[src/dmc_pkg.sv]
// Package: register map, field layout, encodings and helpers of the DMA channel
package dmc_pkg;

	localparam int ADDR_W    = 24;
	localparam int DATA_W    = 32;
	localparam int BUF_DEPTH = 2;

	// Register byte offsets
	localparam logic [7:0] OFS_CTRL = 8'h00;
	localparam logic [7:0] OFS_SRC  = 8'h04;
	localparam logic [7:0] OFS_DST  = 8'h08;
	localparam logic [7:0] OFS_CNT  = 8'h0c;
	localparam logic [7:0] OFS_STAT = 8'h10;

	// Control register field positions
	localparam int B_START  = 0;
	localparam int B_STAT   = 2;
	localparam int B_SRC_UP = 4;
	localparam int B_SRC_DN = 5;
	localparam int B_DST_UP = 6;
	localparam int B_DST_DN = 7;
	localparam int B_SYNC   = 8;
	localparam int B_TC     = 10;
	localparam int B_COUNT_ZERO_IRQ_ENABLE  = 11;

	// Status register field positions
	localparam int B_FLAG = 0;
	localparam int B_DONE = 1;

	// Values after reset
	localparam logic [1:0]        RST_START = 2'h0;
	localparam logic [1:0]        RST_SYNC  = 2'h0;
	localparam logic [ADDR_W-1:0] RST_ADDR  = 24'h000000;
	localparam logic [ADDR_W-1:0] RST_CNT   = 24'h000000;

	// Synchronization modes
	localparam logic [1:0] SYNC_NONE = 2'h0;
	localparam logic [1:0] SYNC_SRC  = 2'h1;
	localparam logic [1:0] SYNC_DST  = 2'h2;
	localparam logic [1:0] SYNC_BOTH = 2'h3;

	// Start control codes
	localparam logic [1:0] START_RESET = 2'h0;
	localparam logic [1:0] START_ACC   = 2'h1;
	localparam logic [1:0] START_XFER  = 2'h2;
	localparam logic [1:0] START_RUN   = 2'h3;

	// Status codes
	localparam logic [1:0] STAT_BETWEEN = 2'h0;
	localparam logic [1:0] STAT_MID     = 2'h1;
	localparam logic [1:0] STAT_BUSY    = 2'h3;

	typedef enum logic [3:0] {
		ST_IDLE = 4'h1,
		ST_RD   = 4'h2,
		ST_WAIT = 4'h4,
		ST_WR   = 4'h8
	} dmc_state_t;

	// Address stepping after an access
	function automatic logic [ADDR_W-1:0] dmc_step(
		input logic [ADDR_W-1:0] a,
		input logic              up,
		input logic              dn
	);
		if (up && !dn)
		begin
			return a + 24'h000001;
		end
		else if (dn && !up)
		begin
			return a - 24'h000001;
		end
		return a;
	endfunction

	// Byte-lane merge of a bus write
	function automatic logic [DATA_W-1:0] dmc_merge(
		input logic [DATA_W-1:0] old,
		input logic [DATA_W-1:0] wr,
		input logic [3:0]        sel
	);
		logic [DATA_W-1:0] r;
		r = old;
		for (int i = 0; i < 4; i++)
		begin
			if (sel[i])
			begin
				r[8*i +: 8] = wr[8*i +: 8];
			end
		end
		return r;
	endfunction

endpackage

[src/dmc_channel.sv]
// One DMA channel: control registers, transfer sequencer and memory master
//
// Behaviour
// Step-up source control adds one per read
// Step-down source control subtracts one per read
// Equal source controls leave source unchanged
// Step-up destination control adds one per write
// Step-down destination control subtracts one per write
// Equal destination controls leave destination unchanged
// Sync 00 runs freely, ignores interrupts
// Sync 01 holds each read for interrupt
// Sync 10 holds each write for interrupt
// Sync 11 waits interrupt before read, write
// Mode 0 keeps transferring past count zero
// Mode 1 stops when counter becomes zero
// Count-zero interrupt enabled sets the flag
// Disabled count-zero interrupt leaves flag alone
// 24-bit addresses step after each access
// Counter decrements at start of each write
// Start bits 11 start or resume
// After stopping, wait for new count
// Controls reset to zero
`timescale 1ns/1ps
module dmc_channel
	import dmc_pkg::*;
(
	input  wire logic                       clk_i,       // 200 MHz clock
	input  wire logic                       rst_i,       // Sync reset
	input  wire logic                       wb_cyc_i,    // Bus cycle
	input  wire logic                       wb_stb_i,    // Bus strobe
	input  wire logic                       wb_we_i,     // Bus write
	input  wire logic [7:0]                 wb_adr_i,    // Byte address
	input  wire logic [3:0]                 wb_sel_i,    // Byte lanes
	input  wire logic [dmc_pkg::DATA_W-1:0] wb_dat_i,    // Write data
	output logic [dmc_pkg::DATA_W-1:0]      wb_dat_o,    // Read data
	output logic                            wb_ack_o,    // Bus ack
	input  wire logic                       sync_irq_i,  // Enabled irq
	output logic                            mem_req_o,   // Access held
	output logic                            mem_we_o,    // 1 write
	output logic [dmc_pkg::ADDR_W-1:0]      mem_addr_o,  // Word address
	output logic [dmc_pkg::DATA_W-1:0]      mem_wdata_o, // Write data
	input  wire logic [dmc_pkg::DATA_W-1:0] mem_rdata_i, // Read data
	input  wire logic                       mem_ack_i,   // Access done
	output logic                            dma_irq_o    // Count-zero flag
);
	import dmc_pkg::*;

	typedef struct packed {
		dmc_state_t          st;
		logic [1:0]          start;
		logic                src_addr_step_up;
		logic                src_addr_step_down;
		logic                dst_addr_step_up;
		logic                dst_addr_step_down;
		logic [1:0]          sync;
		logic                stop_on_count_zero;
		logic                count_zero_irq_enable;
		logic [ADDR_W-1:0]   src;
		logic [ADDR_W-1:0]   dst;
		logic [ADDR_W-1:0]   cnt;
		logic                irq_flag;
		logic                done;
		logic                wb_ack;
		logic [DATA_W-1:0]   wb_dat;
		logic                mem_req;
		logic                mem_we;
		logic [ADDR_W-1:0]   mem_addr;
		logic [DATA_W-1:0]   mem_wdata;
	} dmc_chan_t;

	dmc_chan_t         q;
	dmc_chan_t         next_q;
	logic              wb_hit;
	logic              wr_ctrl;
	logic              wr_src;
	logic              wr_dst;
	logic              wr_cnt;
	logic              wr_stat;
	logic [7:0]        reg_ofs;
	logic [DATA_W-1:0] ctrl_word;
	logic [1:0]        stat;
	logic              runnable;
	logic              rd_go;
	logic              wr_go;
	logic              rd_done;
	logic              wr_done;
	logic              buf_in_ready;
	logic              buf_out_valid;
	logic [DATA_W-1:0] buf_out_data;
	logic              buf_flush;
	logic              pend;
	logic              take;

	assign reg_ofs = {wb_adr_i[7:2], 2'b00};
	assign wb_hit  = wb_cyc_i && wb_stb_i && !q.wb_ack;
	assign wr_ctrl = wb_hit && wb_we_i && (reg_ofs == OFS_CTRL);
	assign wr_src  = wb_hit && wb_we_i && (reg_ofs == OFS_SRC);
	assign wr_dst  = wb_hit && wb_we_i && (reg_ofs == OFS_DST);
	assign wr_cnt  = wb_hit && wb_we_i && (reg_ofs == OFS_CNT);
	assign wr_stat = wb_hit && wb_we_i && (reg_ofs == OFS_STAT);

	assign rd_done = (q.st == ST_RD) && q.mem_req && mem_ack_i;
	assign wr_done = (q.st == ST_WR) && q.mem_req && mem_ack_i;

	// Run only while started and not parked at count zero
	assign runnable = (q.start == START_RUN) && !q.done &&
		!(q.stop_on_count_zero && (q.cnt == RST_CNT));
	assign rd_go = (q.st == ST_IDLE) && runnable && buf_in_ready &&
		(!q.sync[0] || pend);
	assign wr_go = (q.st == ST_WAIT) && q.start[1] && buf_out_valid &&
		(!q.sync[1] || pend);
	assign take  = (rd_go && q.sync[0]) || (wr_go && q.sync[1]);
	assign buf_flush = (q.start == START_RESET) &&
		((q.st == ST_IDLE) || (q.st == ST_WAIT));

	always_comb
	begin
		stat = STAT_BUSY;
		case (q.st)
			ST_IDLE: stat = runnable ? STAT_BUSY : STAT_BETWEEN;
			ST_WAIT: stat = (q.start[1] && buf_out_valid) ?
				STAT_BUSY : STAT_MID;
			ST_RD:   stat = STAT_BUSY;
			ST_WR:   stat = STAT_BUSY;
			default: stat = STAT_BETWEEN;
		endcase
	end

	always_comb
	begin
		ctrl_word = '0;
		ctrl_word[B_START +: 2] = q.start;
		ctrl_word[B_STAT +: 2]  = stat;
		ctrl_word[B_SRC_UP]     = q.src_addr_step_up;
		ctrl_word[B_SRC_DN]     = q.src_addr_step_down;
		ctrl_word[B_DST_UP]     = q.dst_addr_step_up;
		ctrl_word[B_DST_DN]     = q.dst_addr_step_down;
		ctrl_word[B_SYNC +: 2]  = q.sync;
		ctrl_word[B_TC]         = q.stop_on_count_zero;
		ctrl_word[B_COUNT_ZERO_IRQ_ENABLE]      = q.count_zero_irq_enable;
	end

	dmc_fifo2 #(
		.W     (DATA_W),
		.DEPTH (BUF_DEPTH)
	) u_buf (
		.clk_i       (clk_i),
		.rst_i       (rst_i),
		.flush_i     (buf_flush),
		.in_valid_i  (rd_done),
		.in_ready_o  (buf_in_ready),
		.in_data_i   (mem_rdata_i),
		.out_valid_o (buf_out_valid),
		.out_ready_i (wr_done),
		.out_data_o  (buf_out_data)
	);

	dmc_sync_latch u_sync (
		.clk_i   (clk_i),
		.rst_i   (rst_i),
		.on_i    (q.sync != SYNC_NONE),
		.event_i (sync_irq_i),
		.take_i  (take),
		.pend_o  (pend)
	);

	always_comb
	begin
		logic [DATA_W-1:0] m;
		logic              set_flag;
		m        = '0;
		set_flag = 1'b0;
		next_q   = q;
		next_q.wb_ack = 1'b0;

		// Transfer sequencer
		case (q.st)
			ST_IDLE:
			begin
				if (rd_go)
				begin
					next_q.st       = ST_RD;
					next_q.mem_req  = 1'b1;
					next_q.mem_we   = 1'b0;
					next_q.mem_addr = q.src;
				end
			end
			ST_RD:
			begin
				if (rd_done)
				begin
					next_q.mem_req = 1'b0;
					next_q.src = dmc_step(q.src, q.src_addr_step_up,
						q.src_addr_step_down);
					next_q.st = (q.start == START_RESET) ?
						ST_IDLE : ST_WAIT;
				end
			end
			ST_WAIT:
			begin
				if (q.start == START_RESET)
				begin
					next_q.st = ST_IDLE;
				end
				else if (wr_go)
				begin
					next_q.st        = ST_WR;
					next_q.mem_req   = 1'b1;
					next_q.mem_we    = 1'b1;
					next_q.mem_addr  = q.dst;
					next_q.mem_wdata = buf_out_data;
					next_q.cnt       = q.cnt - 24'h000001;
					if (q.cnt == 24'h000001)
					begin
						set_flag    = q.count_zero_irq_enable;
						next_q.done = q.stop_on_count_zero;
					end
				end
			end
			ST_WR:
			begin
				if (wr_done)
				begin
					next_q.mem_req = 1'b0;
					next_q.mem_we  = 1'b0;
					next_q.dst = dmc_step(q.dst, q.dst_addr_step_up,
						q.dst_addr_step_down);
					next_q.st = ST_IDLE;
				end
			end
			default:
			begin
				next_q.st      = ST_IDLE;
				next_q.mem_req = 1'b0;
			end
		endcase

		// Register slave; a software write to an address wins, but a same-cycle count-zero set beats a flag clear
		if (wb_hit)
		begin
			next_q.wb_ack = 1'b1;
			case (reg_ofs)
				OFS_CTRL: next_q.wb_dat = ctrl_word;
				OFS_SRC:  next_q.wb_dat = {8'h00, q.src};
				OFS_DST:  next_q.wb_dat = {8'h00, q.dst};
				OFS_CNT:  next_q.wb_dat = {8'h00, q.cnt};
				OFS_STAT: next_q.wb_dat = {30'h0, q.done, q.irq_flag};
				default:  next_q.wb_dat = '0;
			endcase
		end
		if (wr_ctrl)
		begin
			m = dmc_merge(ctrl_word, wb_dat_i, wb_sel_i);
			next_q.start                 = m[B_START +: 2];
			next_q.src_addr_step_up      = m[B_SRC_UP];
			next_q.src_addr_step_down    = m[B_SRC_DN];
			next_q.dst_addr_step_up      = m[B_DST_UP];
			next_q.dst_addr_step_down    = m[B_DST_DN];
			next_q.sync                  = m[B_SYNC +: 2];
			next_q.stop_on_count_zero    = m[B_TC];
			next_q.count_zero_irq_enable = m[B_COUNT_ZERO_IRQ_ENABLE];
		end
		if (wr_src)
		begin
			m          = dmc_merge({8'h00, q.src}, wb_dat_i, wb_sel_i);
			next_q.src = m[ADDR_W-1:0];
		end
		if (wr_dst)
		begin
			m          = dmc_merge({8'h00, q.dst}, wb_dat_i, wb_sel_i);
			next_q.dst = m[ADDR_W-1:0];
		end
		if (wr_cnt)
		begin
			m           = dmc_merge({8'h00, q.cnt}, wb_dat_i, wb_sel_i);
			next_q.cnt  = m[ADDR_W-1:0];
			next_q.done = 1'b0;
		end
		if (wr_stat && wb_sel_i[0] && wb_dat_i[B_FLAG])
		begin
			next_q.irq_flag = 1'b0;
		end
		if (set_flag)
		begin
			next_q.irq_flag = 1'b1;
		end
	end

	always_ff @(posedge clk_i)
	begin
		if (rst_i)
		begin
			q       <= '0;
			q.st    <= ST_IDLE;
			q.start <= RST_START;
			q.sync  <= RST_SYNC;
			q.src   <= RST_ADDR;
			q.dst   <= RST_ADDR;
			q.cnt   <= RST_CNT;
		end
		else
		begin
			q <= next_q;
		end
	end

	assign wb_ack_o    = q.wb_ack;
	assign wb_dat_o    = q.wb_dat;
	assign mem_req_o   = q.mem_req;
	assign mem_we_o    = q.mem_we;
	assign mem_addr_o  = q.mem_addr;
	assign mem_wdata_o = q.mem_wdata;
	assign dma_irq_o   = q.irq_flag;
endmodule // dmc_channel

[src/dmc_fifo2.sv]
// Small word buffer between the read and write phases
`timescale 1ns/1ps
module dmc_fifo2 #(
	parameter int W     = 32,
	parameter int DEPTH = 2
) (
	input  wire logic         clk_i,       // System clock
	input  wire logic         rst_i,       // Synchronous reset
	input  wire logic         flush_i,     // Drop all entries
	input  wire logic         in_valid_i,  // Word offered
	output logic              in_ready_o,  // Room for a word
	input  wire logic [W-1:0] in_data_i,   // Word in
	output logic              out_valid_o, // Word available
	input  wire logic         out_ready_i, // Word taken
	output logic [W-1:0]      out_data_o   // Word out
);
	localparam int PW = (DEPTH > 1) ? $clog2(DEPTH) : 1;
	localparam int CW = $clog2(DEPTH + 1);

	typedef struct packed {
		logic [DEPTH-1:0][W-1:0] mem;
		logic [PW-1:0]           wp;
		logic [PW-1:0]           rp;
		logic [CW-1:0]           cnt;
	} dmc_fifo_t;

	dmc_fifo_t q;
	dmc_fifo_t next_q;
	logic      push;
	logic      pop;

	function automatic logic [PW-1:0] bump(input logic [PW-1:0] p);
		if (p == PW'(DEPTH - 1))
		begin
			return '0;
		end
		return PW'(p + 1'b1);
	endfunction

	assign in_ready_o  = (q.cnt != CW'(DEPTH));
	assign out_valid_o = (q.cnt != '0);
	assign out_data_o  = q.mem[q.rp];
	assign push        = in_valid_i && in_ready_o;
	assign pop         = out_ready_i && out_valid_o;

	always_comb
	begin
		next_q = q;
		if (flush_i)
		begin
			next_q.wp  = '0;
			next_q.rp  = '0;
			next_q.cnt = '0;
		end
		else
		begin
			if (push)
			begin
				next_q.mem[q.wp] = in_data_i;
				next_q.wp        = bump(q.wp);
			end
			if (pop)
			begin
				next_q.rp = bump(q.rp);
			end
			if (push && !pop)
			begin
				next_q.cnt = CW'(q.cnt + 1'b1);
			end
			else if (pop && !push)
			begin
				next_q.cnt = CW'(q.cnt - 1'b1);
			end
		end
	end

	always_ff @(posedge clk_i)
	begin
		if (rst_i)
		begin
			q <= '0;
		end
		else
		begin
			q <= next_q;
		end
	end

endmodule // dmc_fifo2

[src/dmc_sync_latch.sv]
// Pending flag for one enabled synchronization interrupt
`timescale 1ns/1ps
module dmc_sync_latch (
	input  wire logic clk_i,   // System clock
	input  wire logic rst_i,   // Synchronous reset
	input  wire logic on_i,    // Synchronization mode active
	input  wire logic event_i, // Enabled interrupt pulse
	input  wire logic take_i,  // Pending event consumed
	output logic      pend_o   // Event waiting
);
	typedef struct packed {
		logic pend;
	} dmc_sync_t;

	dmc_sync_t q;
	dmc_sync_t next_q;

	assign pend_o = q.pend;

	always_comb
	begin
		next_q = q;
		// New event wins over a consume in the same cycle
		next_q.pend = (q.pend && !take_i) || event_i;
		if (!on_i)
		begin
			next_q.pend = 1'b0;
		end
	end

	always_ff @(posedge clk_i)
	begin
		if (rst_i)
		begin
			q <= '0;
		end
		else
		begin
			q <= next_q;
		end
	end

endmodule // dmc_sync_latch
[config.mk]
export PLATFORM = sky130hd
export DESIGN_NAME = dmc_channel
export DESIGN_NICKNAME = d
export VERILOG_FILES = /design/src/dmc_pkg.sv /design/src/dmc_channel.sv /design/src/dmc_fifo2.sv /design/src/dmc_sync_latch.sv
export SDC_FILE = /design/constraint.sdc
export NUM_CORES = 1
export LEC_CHECK = 0
export ABC_AREA = 1
export BUFFER_PORTS_ARGS = -buffer_cell sky130_fd_sc_hd__buf_2
export CORE_MARGIN = 4
export CORE_UTILIZATION = 25
export CTS_BUF_LIST = sky130_fd_sc_hd__clkbuf_4 sky130_fd_sc_hd__clkbuf_8
export CTS_CLUSTER_SIZE = 25
export DETAILED_ROUTE_END_ITERATION = 16
export PLACE_DENSITY_LB_ADDON = 0.1
export REMOVE_ABC_BUFFERS = 1
export SYNTH_ARGS = -nofsm -noshare
export SYNTH_HDL_FRONTEND = slang
export SYNTH_HIERARCHICAL = 1
export SYNTH_SLANG_ARGS = --single-unit
[constraint.sdc]
create_clock -name clk_i -period 3.05 [get_ports clk_i]
set_input_delay 0.305 -clock clk_i [delete_from_list [all_inputs] [get_ports clk_i]]
set_output_delay 0.305 -clock clk_i [all_outputs]
set_load 0.005 [all_outputs]
; ---- Word level (Yosys, flattened, before mapping)
; Index checks and enable logic that the tools add are counted.
[word_totals]
elab_cells = 237
register_bits = 248
[op_classes]
muxes = 70
n_eq_ne = 27
addsub = 9
bitwise = 3
magnitude_cmp = 3
reduce_logical = 93
[ops]
columns = cell, n
row1 = $mux 24, 16
row2 = $pmux 24 s5, 1
row3 = $mux 58, 2
row4 = $mux 32, 3
row5 = $sub 24x1->24 const B, 3
row6 = $bwmux 64, 1
row7 = $add 24x1->24 const B, 2
row8 = $pmux 24 s2, 1
row9 = $reduce_and 4->1, 12
row10 = $logic_and 1x1->1, 37
row11 = $mux 33, 1
row12 = $demux 32 s1, 1
row13 = $ne 2x2->1 const B, 14
row14 = $mux 26, 1
row15 = $reduce_bool 2->1, 13
row16 = $mux 1, 25
row17 = $eq 24x1->1 const B, 1
row18 = $logic_not 24->1, 1
row19 = $mux 8, 3
row20 = $mux 4, 5
row21 = $pmux 4 s4, 1
row22 = $eq 6x2->1 const B, 2
row23 = $logic_not 1->1, 12
row24 = $mux 2, 5
row25 = other kinds (27), 42

; ---- Logic depth before layout (Yosys ltp)
[depth]
depth_word = 12
mapped_depth = 16

; ---- By module
; Netlist, hierarchy kept.
[by_module_without_submodules]
columns = module, n_inst, seq_area_each_um2, cells_each, area_each_um2
row1 = dmc_channel, 1, 3423.3, 2051, 12554.5
row2 = dmc_fifo2, 1, 1361.3, 576, 3448.3
row3 = dmc_sync_latch, 1, 20.0, 7, 47.5

; ---- Least setup slack after synthesis
; No wires, ideal clock.
[synth_path]
path_type = register to register
from = reg q, in the netlist ctrl_word[5]
to = reg q[157] (netlist name)
period_less_slack_ns = 2.472
arrival_time_ns = 2.340
path_buffers = 0
path_slack_ns = 0.578
stages_incl_launch_ff = 15
setup_time_ns = 0.132
path_cell_list = dfxtp_1 > inv_1 > ha_1 > inv_1 > ha_1 > or2_2 > and2_1 > nand2_1 > nand2_1 > nand2_1 > nand2_1 > nand2_1 > nand3_1 > nand2_1 > a21oi_1
[synth_via]
elab_chain_cells = 7
elab_cells_between_ends = 14
classes_between = 9 x mux / 5 x reduce/logical
[synth_rtl]
columns = item, line_no
row1 = from (decl), dmc_channel.sv:71  ; dmc_chan_t q;
row2 = from (signal assigned), dmc_channel.sv:303  ; q <= next_q;
row3 = $logic_and 1x1->1 or $logic_not 1->1 (tied branches), "dmc_pkg.sv:70, dmc_pkg.sv:66"
row4 = $mux 1 or $logic_and 1x1->1 (tied branches), "dmc_pkg.sv:70, dmc_pkg.sv:66"
row5 = $mux 1 or $mux 24 (tied branches), dmc_pkg.sv:66  ; if (up && !dn)
row6 = $mux 1 or $mux 24 (tied branches), "dmc_channel.sv:190, dmc_pkg.sv:74"
row7 = $mux 1 or $mux 24 (tied branches), "dmc_channel.sv:177, dmc_channel.sv:190"
row8 = $reduce_bool 2->1 (no line) or $mux 24 (tied branches), --
row9 = $reduce_and 4->1 (no line) or $mux 24 (tied branches), --
; Parallel ways exist; a longest one is shown, timed or not. The select of a mux whose other input is x is not followed.
; A chain may end at the register's enable or synchronous reset.

; ---- Worst setup path after layout
[layout_path]
from = reg q, in the netlist ctrl_word[4]
to = reg q[160] (netlist name)
[layout_via]
elab_chain_cells = 8
elab_cells_between_ends = 14
classes_between = 9 x mux / 5 x reduce/logical
[layout_rtl]
columns = item, line_no
row1 = $logic_not 1->1, dmc_pkg.sv:70  ; else if (dn && !up)
row2 = $logic_and 1x1->1, dmc_pkg.sv:70
row3 = $mux 1, dmc_pkg.sv:70
row4 = $mux 1, dmc_pkg.sv:66
row5 = $mux 1, dmc_channel.sv:190  ; if (rd_done)
row6 = $mux 1, dmc_channel.sv:177  ; case (q.st)
row7 = $reduce_bool 2->1 (no line), --
row8 = $reduce_and 4->1 (no line), --
; Parallel ways exist; a longest one is shown, timed or not. The select of a mux whose other input is x is not followed.

==> impl_summary.md <==
CTS
The clock sink count is 240. The H-tree was split into 2 levels. The count of buffers added by post-CTS timing repair for setup is 0.

The total of cells resized after clock tree synthesis is 0. The clock reaches the later pin of the worst-skew pair after 0.64 ns. Clock tree synthesis inserted a total of a little under 50 buffers. The clock tree root driver cell is sky130_fd_sc_hd__clkbuf_8. TritonCTS built the clock tree. The hold buffer count at cts is 37.

The CTS clock-pin slew for the worst setup and hold paths is roughly 0.060 ns. No sink is reached through more buffers than the 3 on the longest clock path.

Power and ir drop
The combinational fraction of design power is 0.053. The internal power consumption is 5.51 mW. The largest vdd supply drop is 0.315 mV.

After layout, the design draws a total of 7.41 mW. Summed over all nets, the switching power comes to 1.90 mW. The switching share of power is 0.257. The leakage power is between 9 and 10 nW. The sequential fraction of design power is 0.424. The clock network fraction of design power is 0.522. The power density of the placed cells is around 400 nW/um^2.

STA
Headroom to the max-slew limit came out at 0.515. Setup violations remaining at the end of the flow were counted as 0. The max-slew violation total from the final report was 0. Timing would allow up to approximately 360 MHz. The final setup TNS is 0 ns. Of the available clock period, the critical path in the final layout requires 0.899. Once routing completed, OpenROAD measured the worst setup slack at 0.308 ns.

The slew at the pin closest to its max-slew limit is 0.727 ns. Subtracting the final worst setup slack from the clock period gives around 2.7 ns. The worst clock skew on the final layout is between 0.03 and 0.04 ns. The final count of hold timing violations is 0. Setup repair after global routing left no endpoint under its margin.

GRT
The number of global-route vias before repair came to 15400. Entering global routing, the biggest net connects 77 pins. Global routing finished with a remaining overflow of 0. The number of antenna violations at the first check in global routing is 2. The overall routing resource usage is 0.176. The first global-routing pass estimated 92200 um of wire.

Synth
The async set-or-reset flop fraction in the synthesized netlist is 0. Synthesis inferred 240 register bits. The most used flip-flop cell after synthesis is sky130_fd_sc_hd__dfxtp_1. The most frequent cell after synthesis is sky130_fd_sc_hd__nand2_1. In this run, distinct cell masters in the synthesized netlist total between 40 and 50. Of the post-synthesis cell area, the dominant cell type holds 0.299. The portion of the post-synthesis area used by sequential elements is 0.299. By area the synthesized netlist is led by sky130_fd_sc_hd__dfxtp_1 (30%), sky130_fd_sc_hd__nand2_1 (17%), sky130_fd_sc_hd__inv_1 (9.8%). In the synthesized netlist, the number of instances is between 2000 and 3000. In this run the mean area of a mapped cell was 6.09 sq um. During synthesis, Yosys emitted a total of 6 warnings. The synthesized design contains 0 enable-type register cells. The commonest cells after synthesis are sky130_fd_sc_hd__nand2_1 (706), sky130_fd_sc_hd__inv_1 (421), sky130_fd_sc_hd__nor2_1 (359). The cell area after technology mapping is 16100 sq um. Summed over all instances, the cell type with the most area after synthesis is sky130_fd_sc_hd__dfxtp_1.

Drt
The number of vias per cell after detailed routing is between 4 and 5. The DRC violations left is 0. For this block, the initial DRC count from the detailed router was 1052. The detail-routed net length per standard cell is 17.1 um.

The length of the first detailed-routing pass in iterations is 5. Summed over all layers, the routed wires come to a little over 60000 um. The count of nets left with antenna violations once routing finished came out at 0.

The via total after detailed routing is 16300.

Die
The horizontal die dimension is 261 um. The initial standard-cell utilization of the core is 0.254. The area enclosed by the die boundary is 68300 sq um.

The core box area is 63300 sq um. The floorplan has just over 90 rows. The number of primary I/O pins is 175.

The die outline height is ~260 um.

Critical path
The element type at the critical path start is a register. By startpoint and endpoint, the worst setup path is classified as register to register. The arrival time reported for the critical path endpoint is 3.24 ns. The worst setup path is captured at a register. The required time at the worst-slack endpoint is 3.55 ns.

For flop-to-flop paths, the worst setup slack is slightly above 0.3 ns. The largest fanout of any net on the critical path is 18.

Placed design
The pre-CTS worst setup slack is 0.373 ns. After legalization and detailed placement, the total HPWL measured 46900 um. The placer's final routability congestion estimate is 0.878.

The placed instances occupy a cell area of 17100 sq um. Input and output buffers added on the ports amount to 155.

Job
The total of max-cap violations is 0.

Finish
The layout cell share with drive strength beyond 1 is 0.124. The final-layout fill cell count is 7182. The net total in the final layout is 2877. The post-synthesis to final-layout area growth is 15.7%. After routing the design area is 18600 sq um.

Run status
The flow ran to the end, and the final reports show no timing, DRC or antenna violations.

Min path
The path class of the tightest hold or removal check is input port to register.
## metrics by stage
stage                     cells  hold WS (ns)   util
after floorplan            2460         0.367      -
after CTS                  3618       0.00772  0.293
after global placement     3494         0.452  0.270
final                      3619        0.0616  0.293
after detailed placement   3494         0.455  0.270
after global routing       3618        0.0292  0.293
## power groups by stage
stage,sequential (mW),clock (mW),combinational (mW)
after floorplan,3.21,0,0.154
final,3.14,3.87,0.395
after CTS,3.14,4.04,0.400
after global placement,3.21,0,0.363
after detailed placement,3.21,0,0.362
after global routing,3.14,4.18,0.432
## layer usage
layer | track usage | up-vias | wire [um]
met2 | 0.305 | 400 | 29700
li1 | - | 8341 | -
met1 | 0.221 | 7455 | 27000
met4 | 0.0599 | 2 | 2020
met5 | 0 | - | 20
met3 | 0.0320 | 99 | 3140
## placed cells by master, fill, tap and decap left out, drive strengths merged, types with 6 or more instances in the layout
cell	instances
inv	434
nand4	14
nand2	715
nand3	108
a31oi	6
ha	56
clkinv	11
o21ai	190
or2	7
xor2	12
a21oi	195
o22ai	38
nor4	6
buf	188
clkbuf	75
dfxtp	240
nor2	366
conb	8
nor3	21
dlygate4sd3	37
## cell type report
class                      instances  area (sq um)  share of cell area
sequential                       240          4810               0.259
antenna                            1          2.50            0.000135
timing repair buffer             225          1430              0.0771
multi-input combinational       1783          8520               0.459
clock buffer                      75           945              0.0509
inverter                         437          1650              0.0887
clock inverter                    12           160             0.00862
tap                              846          1060              0.0570
## critical path: stages (launching register included)
cell and delay [ns]:
sky130_fd_sc_hd__dfxtp_1 0.37, sky130_fd_sc_hd__ha_1 0.27, sky130_fd_sc_hd__inv_1 0.10, sky130_fd_sc_hd__buf_4 0.22, sky130_fd_sc_hd__ha_1 0.38, sky130_fd_sc_hd__nand2_1 0.15, sky130_fd_sc_hd__nor2_1 0.35, sky130_fd_sc_hd__nand2_1 0.09
sky130_fd_sc_hd__nand3b_1 0.25, sky130_fd_sc_hd__nand4_1 0.15, sky130_fd_sc_hd__nand3_1 0.13, sky130_fd_sc_hd__nand2_1 0.09, sky130_fd_sc_hd__a21oi_1 0.06
## state kept, by name, indices dropped and copies added, names as in the netlist
| register | flops |
|---|---|
| q | 77 |
| u_buf/q | 68 |
| mem_wdata_o | 32 |
| mem_addr_o | 24 |
| wb_dat_o | 24 |
| ctrl_word | 10 |
| dma_irq_o | 1 |
| mem_req_o | 1 |
| mem_we_o | 1 |
| u_sync/pend_o | 1 |
| wb_ack_o | 1 |
## path summary, 6_finish.rpt
| kind | end | depth (start not counted) | start |
|---|---|---|---|
| min | ctrl_word[6]$_SDFFE_PP0P_ | 3 | wb_dat_i[6] |
| max reg2reg | q[160]$_SDFFE_PP0P_ | 12 | ctrl_word[4]$_SDFFE_PP0P_ |
| min reg2reg | wb_dat_o[17]$_SDFFE_PP0P_ | 2 | wb_dat_o[17]$_SDFFE_PP0P_ |
| max | q[160]$_SDFFE_PP0P_ | 12 | ctrl_word[4]$_SDFFE_PP0P_ |
## cells by family after synthesis
group | after synthesis | share of synthesized area
flip-flops | 240 | 0.299
AO/OA/AOI/OAI | 454 | 0.156
adder cells (fa/ha/maj) | 58 | 0.0461
XOR/XNOR | 16 | 0.00873
AND/OR/NAND/NOR | 1247 | 0.317
buffers and inverters | 618 | 0.172
other | 1 | 0.000234
No activity file was read; power rests on OpenSTA's default activity.
